$ cat src/design/asr_pkg.sv
package asr_pkg;
  // Device geometry
  localparam int ADDR_W = 16;
  localparam int DATA_W = 16;
  localparam int LANE_W = 8;
  // Clock period in ps
  localparam int CLK_PS = 20000;
  // Timing figures
  localparam int T_POWER_US = 100;
  localparam int T_RC_NS    = 10;
  localparam int T_AA_NS    = 10;
  localparam int T_WC_NS    = 10;
  localparam int T_PWE_NS   = 7;
  localparam int T_SD_NS    = 6;
  localparam int T_DOE_NS   = 5;
  localparam int T_HZ_NS    = 5;
  // Least times round up, at least one cycle
  function automatic int cyc_min(input int ps);
    int c;
    c = (ps + CLK_PS - 1) / CLK_PS;
    return (c < 1) ? 1 : c;
  endfunction
  localparam int POWER_CYC = cyc_min(T_POWER_US * 1000 * 1000);
  localparam int RC_CYC    = cyc_min(T_RC_NS * 1000);
  localparam int AA_CYC    = cyc_min(T_AA_NS * 1000);
  localparam int WC_CYC    = cyc_min(T_WC_NS * 1000);
  localparam int PWE_CYC   = cyc_min(T_PWE_NS * 1000);
  localparam int SD_CYC    = cyc_min(T_SD_NS * 1000);
  localparam int DOE_CYC   = cyc_min(T_DOE_NS * 1000);
  localparam int HZ_CYC    = cyc_min(T_HZ_NS * 1000);
  localparam int CNT_W     = 18;
  // Controller states
  typedef enum logic [2:0] {
    ASR_POWER,
    ASR_IDLE,
    ASR_RD_SETUP,
    ASR_RD_WAIT,
    ASR_WR_PULSE,
    ASR_WR_END,
    ASR_RETAIN,
    ASR_RECOVER
  } asr_state_t;
endpackage

$ cat src/design/asr_host.sv
`timescale 1ns/1ps
// Overview of operation
// - Data timed from the edge ending write
// - Wait 100 us before first access
// - Deselect before retention; recover two cycles
// - Reads spaced 10 ns; data by 10 ns
// - Writes 10 ns, address and strobe 7 ns
// - Address valid at write start, zero hold
// - Select and bytes low 7 ns before end
// - Write data 6 ns setup, zero hold
// - Write strobe high during every read
// - Address before or with chip select fall
module asr_host #(
  parameter int POWER_WAIT = asr_pkg::POWER_CYC
) (
  // Clock and reset
  input  wire logic                        clk_i,
  input  wire logic                        reset_n_i,
  // User request
  input  wire logic                        req_i,
  input  wire logic                        we_i,
  input  wire logic [asr_pkg::ADDR_W-1:0]  addr_i,
  input  wire logic [asr_pkg::DATA_W-1:0]  wdata_i,
  input  wire logic [1:0]                  be_i,
  input  wire logic                        retain_i,
  output logic                             ready_o,
  output logic                             done_o,
  output logic [asr_pkg::DATA_W-1:0]       rdata_o,
  // Memory pins
  output logic [asr_pkg::ADDR_W-1:0]       mem_addr_o,
  output logic                             chip_select_n_o,
  output logic                             output_enable_n_o,
  output logic                             write_strobe_n_o,
  output logic                             low_byte_select_n_o,
  output logic                             high_byte_select_n_o,
  input  wire logic [asr_pkg::DATA_W-1:0]  data_lines_i,
  output logic [asr_pkg::DATA_W-1:0]       data_lines_o,
  output logic [asr_pkg::DATA_W-1:0]       data_lines_oe_o
);
  import asr_pkg::*;

  if (POWER_WAIT < 1 || POWER_WAIT >= (1 << CNT_W))
  begin : g_power_wait_check
    $error("POWER_WAIT out of range");
  end

  logic       rst_s1_q;
  logic       rst_n_q;
  asr_state_t st_q, st_d;
  logic [CNT_W-1:0] cnt_q, cnt_d;
  logic [ADDR_W-1:0] addr_q, addr_d;
  logic [DATA_W-1:0] wd_q, wd_d, rd_q, rd_d;
  logic [DATA_W-1:0] oe_q, oe_d;
  logic       cs_q, cs_d, oen_q, oen_d, wen_q, wen_d, bl_q, bl_d, bh_q, bh_d;
  logic       rdy_q, rdy_d, done_q, done_d;

  always_ff @(posedge clk_i or negedge reset_n_i)
  begin
    if (!reset_n_i)
    begin
      rst_s1_q <= 1'b0;
      rst_n_q  <= 1'b0;
    end
    else
    begin
      rst_s1_q <= 1'b1;
      rst_n_q  <= rst_s1_q;
    end
  end

  always_comb
  begin
    st_d   = st_q;
    cnt_d  = cnt_q;
    addr_d = addr_q;
    wd_d   = wd_q;
    rd_d   = rd_q;
    oe_d   = oe_q;
    cs_d   = cs_q;
    oen_d  = oen_q;
    wen_d  = wen_q;
    bl_d   = bl_q;
    bh_d   = bh_q;
    rdy_d  = 1'b0;
    done_d = 1'b0;
    case (st_q)
      ASR_POWER:
      begin
        if (cnt_q == CNT_W'(POWER_WAIT - 1))
        begin
          st_d  = ASR_IDLE;
          rdy_d = 1'b1;
        end
        else
          cnt_d = cnt_q + 1'b1;
      end
      ASR_IDLE:
      begin
        rdy_d = 1'b1;
        cnt_d = '0;
        if (retain_i)
        begin
          st_d  = ASR_RETAIN;
          cs_d  = 1'b1;
          rdy_d = 1'b0;
        end
        else if (req_i && be_i != 2'b00)
        begin
          rdy_d  = 1'b0;
          addr_d = addr_i;
          wd_d   = wdata_i;
          bl_d   = ~be_i[0];
          bh_d   = ~be_i[1];
          if (we_i)
            st_d = ASR_WR_PULSE;
          else
            st_d = ASR_RD_SETUP;
        end
      end
      ASR_RD_SETUP:
      begin
        cs_d  = 1'b0;
        oen_d = 1'b0;
        wen_d = 1'b1;
        st_d  = ASR_RD_WAIT;
      end
      ASR_RD_WAIT:
      begin
        cnt_d = cnt_q + 1'b1;
        if (cnt_q == CNT_W'(AA_CYC))
        begin
          rd_d   = data_lines_i;
          cs_d   = 1'b1;
          oen_d  = 1'b1;
          bl_d   = 1'b1;
          bh_d   = 1'b1;
          done_d = 1'b1;
          st_d   = ASR_IDLE;
        end
      end
      ASR_WR_PULSE:
      begin
        cs_d  = 1'b0;
        wen_d = 1'b0;
        oe_d  = {{LANE_W{~bh_q}}, {LANE_W{~bl_q}}};
        cnt_d = cnt_q + 1'b1;
        if (cnt_q == CNT_W'(PWE_CYC))
        begin
          wen_d = 1'b1;
          cs_d  = 1'b1;
          st_d  = ASR_WR_END;
        end
      end
      ASR_WR_END:
      begin
        oe_d   = '0;
        bl_d   = 1'b1;
        bh_d   = 1'b1;
        done_d = 1'b1;
        st_d   = ASR_IDLE;
      end
      ASR_RETAIN:
      begin
        cnt_d = '0;
        if (!retain_i)
          st_d = ASR_RECOVER;
      end
      ASR_RECOVER:
      begin
        cnt_d = cnt_q + 1'b1;
        if (cnt_q == CNT_W'(RC_CYC))
        begin
          st_d  = ASR_IDLE;
          rdy_d = 1'b1;
        end
      end
      default:
        st_d = ASR_IDLE;
    endcase
  end

  always_ff @(posedge clk_i or negedge rst_n_q)
  begin
    if (!rst_n_q)
    begin
      st_q   <= ASR_POWER;
      cnt_q  <= '0;
      addr_q <= '0;
      wd_q   <= '0;
      rd_q   <= '0;
      oe_q   <= '0;
      cs_q   <= 1'b1;
      oen_q  <= 1'b1;
      wen_q  <= 1'b1;
      bl_q   <= 1'b1;
      bh_q   <= 1'b1;
      rdy_q  <= 1'b0;
      done_q <= 1'b0;
    end
    else
    begin
      st_q   <= st_d;
      cnt_q  <= cnt_d;
      addr_q <= addr_d;
      wd_q   <= wd_d;
      rd_q   <= rd_d;
      oe_q   <= oe_d;
      cs_q   <= cs_d;
      oen_q  <= oen_d;
      wen_q  <= wen_d;
      bl_q   <= bl_d;
      bh_q   <= bh_d;
      rdy_q  <= rdy_d;
      done_q <= done_d;
    end
  end

  assign ready_o              = rdy_q;
  assign done_o               = done_q;
  assign rdata_o              = rd_q;
  assign mem_addr_o           = addr_q;
  assign chip_select_n_o      = cs_q;
  assign output_enable_n_o    = oen_q;
  assign write_strobe_n_o     = wen_q;
  assign low_byte_select_n_o  = bl_q;
  assign high_byte_select_n_o = bh_q;
  assign data_lines_o         = wd_q;
  assign data_lines_oe_o      = oe_q;
endmodule

$ cat config.mk
export PLATFORM = sky130hd
export DESIGN_NAME = asr_host
export DESIGN_NICKNAME = d
export VERILOG_FILES = /design/src/design/asr_pkg.sv /design/src/design/asr_host.sv
export SDC_FILE = /design/constraint.sdc
export NUM_CORES = 1
export LEC_CHECK = 0
export ABC_AREA = 1
export BUFFER_PORTS_ARGS = -buffer_cell sky130_fd_sc_hd__buf_2
export CORE_UTILIZATION = 40
export DETAILED_ROUTE_END_ITERATION = 10
export PLACE_DENSITY = 0.7
export SYNTH_ARGS = -nofsm -noshare
export SYNTH_HDL_FRONTEND = slang
export SYNTH_SLANG_ARGS = --single-unit
$ cat constraint.sdc
create_clock -name clk_i -period 6.8 [get_ports clk_i]
set_clock_uncertainty 0.2 [all_clocks]
set_input_delay 1.7 -clock clk_i [delete_from_list [all_inputs] [get_ports clk_i]]
set_output_delay 1.7 -clock clk_i [all_outputs]
set_load 0.05 [all_outputs]
==> results.md <==
- Across all layers, the routed design uses 3471 vias.
- The startpoint of the worst-slack reg-to-reg timing path is st_q[1].
- The number of max-slew violations in the final report was 0.
- In the routed design, unresolved DRC markers number 0.
- For the pin with the worst max-slew slack, the measured transition is 974 ps.
- The CTS tree is done.
- The library cell used most frequently in the layout, excluding fill and tap cells, is sky130_fd_sc_hd__nand2_1.
- Input and output buffers added on the ports amount to 125.
- For this configuration, the core starts out at a cell density of 42.1%.
- The detailed router finished its first iteration with 209 violations.
- The worst pin sits at a relative slew slack of 35.1%.
- The repair_antennas step left the layout with diodes totalling 0.
- The number of global-route vias before repair is 3222.
- The worst setup path is launched from an input pin.
- For this block, the routed nets add up to 8730 microns of wire.
- The number of failing setup endpoints in the final timing report is 0.
- The reg2reg setup slack is 4320 ps.
- After synthesis the netlist holds a flip-flop and latch count of 80.
- The busiest layer in global routing is met2.
- The number of placement rows is 35.
- The first TritonRoute pass finished after 5 iterations.
- The number of cells on the worst reg-to-reg path is 7.
- Entering global routing, the biggest net connects 79 pins.
- The cell count after synthesis is 497.
- The post-synthesis sequential area ratio is 50.7%.
- For the worst setup path, the data required time is 6890 ps.
- The category of the worst setup path capture point is a flop.
- The floorplan step set the die width to 102 microns.
- The largest buffer count on any clock path is 2.
- The weighted congestion reported at the end of routability-driven placement is 0.893.
- The number of hold buffers added after cts is 0.
- The flow ran to the end, and the final reports show no timing, DRC or antenna violations.
- The clock sink count is 80.
- The worst flop-to-flop path endpoint is mem_addr_o[6].
- In this run the worst path has a maximum fanout of 34.
- Dividing the detail-routed wire length by the instance count gives 11.8 microns.
- The main flop type after synthesis is sky130_fd_sc_hd__dfrtp_1.
- Post-CTS timing repair inserted 0 buffers for setup.
- At the worst endpoint, the arrival time is 3350 ps.
- In the global route stage, met3 resource usage came out at 3.93%.
- The worst hold path passes through 0 cells.
- Global routing used 18.0% of the available tracks across all layers.
- For this design the top-level I/O count stands at 126.
- The startpoint identified for the worst hold timing path is rst_s1_q.
- The number of antenna violations at the first check in global routing came to 0.
- After clock tree synthesis, the repair step resized 0 gates.
- The reported leakage power is 2.61 nW.
- Dividing total power by cell area gives a power density of 530 nW/um^2.
- For this run, global-route usage on met2 was measured as 29.9%.
- The worst hold path belongs to the class reg -> reg.
- The tool flagged a number of max-cap violations equal to 0.
- The cell area that synthesis handed to floorplanning was 3960 sq um.
- The number of nets in the final layout is 663.
- The worst path needs 3260 ps of the cycle, external delays included.
- The mean number of vias per cell is 4.69.
- Counting every net in the synthesized netlist gives 554.
- The distinct cell type count of the synthesized netlist is 35.
- TritonCTS created 9 clock buffers.
- In the layout the commonest cells are sky130_fd_sc_hd__nand2_1 (234), sky130_fd_sc_hd__buf_2 (125), sky130_fd_sc_hd__dfrtp_1 (74).
- The die is 102 microns tall.
- For this run, asynchronously set or reset flops after synthesis account for 100%.
- The worst setup slack after placement is 3150 ps.
- The proportion of layout cells with a drive suffix above 1 is 27.7%.
- The die covers 10300 sq um.
- The ratio of final minimum period to clock period is 47.9%.
- The placeable core region is 9420 sq um.
- The area overhead of the layout relative to synthesis is 19.4%.
- In this run the clock root is driven by a sky130_fd_sc_hd__clkbuf_8.
- The average size of a mapped cell is 7.97 sq um.
- The final hold violation count is 0.
- Summed over all failing endpoints, the final setup total negative slack is 0 ps.
- The peak ir drop on the vdd network is 319 uV.
- The count of warnings emitted by yosys is 0.
- The HPWL after detailed placement is 6370 microns.
- The global-route wire length before repair is 14600 microns.
- The number of synthesized flops with an enable pin is 0.
- The critical path is of the in -> reg type.
- Setup repair after global routing left no endpoint under its margin.
- Global routing used 22.8% of the available met1 tracks.
- Static timing analysis puts the maximum clock frequency at 0.307 GHz.
- The hold path endpoint is rst_n_q.
- In this run the remaining antenna-violating nets after routing total 0.
- The total overflow left after global routing is 0.
- The number of H-tree levels is 3.
- Clock-pin slew was measured on the worst setup and hold paths at 90 ps.
- At the later pin of the worst-skew pair, clock insertion delay measures 350 ps.
- The final critical-path setup slack is 3540 ps.
state kept, by name, summed over array words and instances (netlist names), 2 cells and up:
name	flops
mem_addr_o	16
data_lines_o	16
data_lines_oe_o	2
st_q	3
cnt_q	18
rdata_o	16
cell usage after synthesis, types with 2 or more instances:
library cell | number | area (sq um)
sky130_fd_sc_hd__nor2_2 | 3 | 18.8
sky130_fd_sc_hd__inv_2 | 6 | 22.5
sky130_fd_sc_hd__dfstp_2 | 5 | 131
sky130_fd_sc_hd__dfrtp_1 | 75 | 1880
sky130_fd_sc_hd__o21bai_1 | 2 | 15.0
sky130_fd_sc_hd__buf_6 | 3 | 33.8
sky130_fd_sc_hd__nand2_1 | 234 | 878
sky130_fd_sc_hd__nand3b_1 | 6 | 45.0
sky130_fd_sc_hd__o21ai_1 | 13 | 65.1
sky130_fd_sc_hd__ha_1 | 2 | 25.0
sky130_fd_sc_hd__nor3_1 | 2 | 10.0
sky130_fd_sc_hd__nor2_4 | 4 | 45.0
sky130_fd_sc_hd__xor2_1 | 8 | 70.1
sky130_fd_sc_hd__clkbuf_1 | 3 | 11.3
sky130_fd_sc_hd__buf_4 | 19 | 143
sky130_fd_sc_hd__o21a_1 | 2 | 15.0
sky130_fd_sc_hd__o21ai_0 | 8 | 40.0
sky130_fd_sc_hd__inv_1 | 24 | 90.1
sky130_fd_sc_hd__nand4_1 | 5 | 31.3
sky130_fd_sc_hd__nand3_1 | 30 | 150
sky130_fd_sc_hd__nor2_1 | 29 | 109
layer usage:
layer | up-vias | part of all wire (%)
li1 | 1752 | -
met1 | 1596 | 43
met2 | 111 | 50
met3 | 12 | 5.7
met4 | 0 | 1.8
met5 | - | 0
stage by stage:
step / instance area, sq um / utilization, % / total power, mW / hold WS [ps] / cells
finish: 4730 / 50.2 / 2.51 / 162 / 740
global route: 4730 / 50.2 / 2.67 / 182 / 740
CTS: 4730 / 50.2 / 2.54 / 164 / 740
detailed placement: 4540 / 48.3 / 2.19 / 140 / 724
global placement: 4540 / 48.3 / 2.17 / 140 / 724
floorplan: 3960 / - / 1.94 / 131 / 497
worst max path at each step:
stage               slack, ps                  end                start
floorplan                3890  data_lines_oe_o[10]  data_lines_oe_o[14]
global placement         3170        mem_addr_o[0]              be_i[1]
detailed placement       3150       mem_addr_o[14]              be_i[1]
CTS                      3530       mem_addr_o[14]              be_i[1]
global route             3340        mem_addr_o[9]              be_i[1]
finish                   3540        mem_addr_o[6]              be_i[1]
final cells by class:
class | count | area [sq um]
clock buffer | 9 | 124
inverter | 32 | 128
multi-input combinational | 358 | 1620
sequential | 80 | 2010
timing repair buffer | 125 | 626
fill | 902 | 4680
tap | 129 | 161
clock inverter | 7 | 62.6
critical path, cell delays in order:
cell,delay [ps]
sky130_fd_sc_hd__buf_2,90
sky130_fd_sc_hd__o21a_1,180
sky130_fd_sc_hd__nand3_2,520
sky130_fd_sc_hd__inv_2,630
sky130_fd_sc_hd__nand2_1,110
sky130_fd_sc_hd__nand2_1,80
report_power, final:
part	internal, mW	total [mW]	switching (mW)
logic	0.298	1.37	1.07
registers	0.665	0.799	0.134
clock network	0.142	0.338	0.196
cells by family (layout without fill, tap and decap cells):
kind of cell    after synthesis  in the layout  synth area share (%)
xor+xnor                      8              8                  1.77
buf+inv                      59            173                  8.46
compound gates               28             28                  3.98
flops                        80             80                  50.7
other cells                   1              1                0.0947
fa+ha+maj                     2              2                 0.632
simple gates                319            319                  34.4
Power figures use the tool's default switching activity.
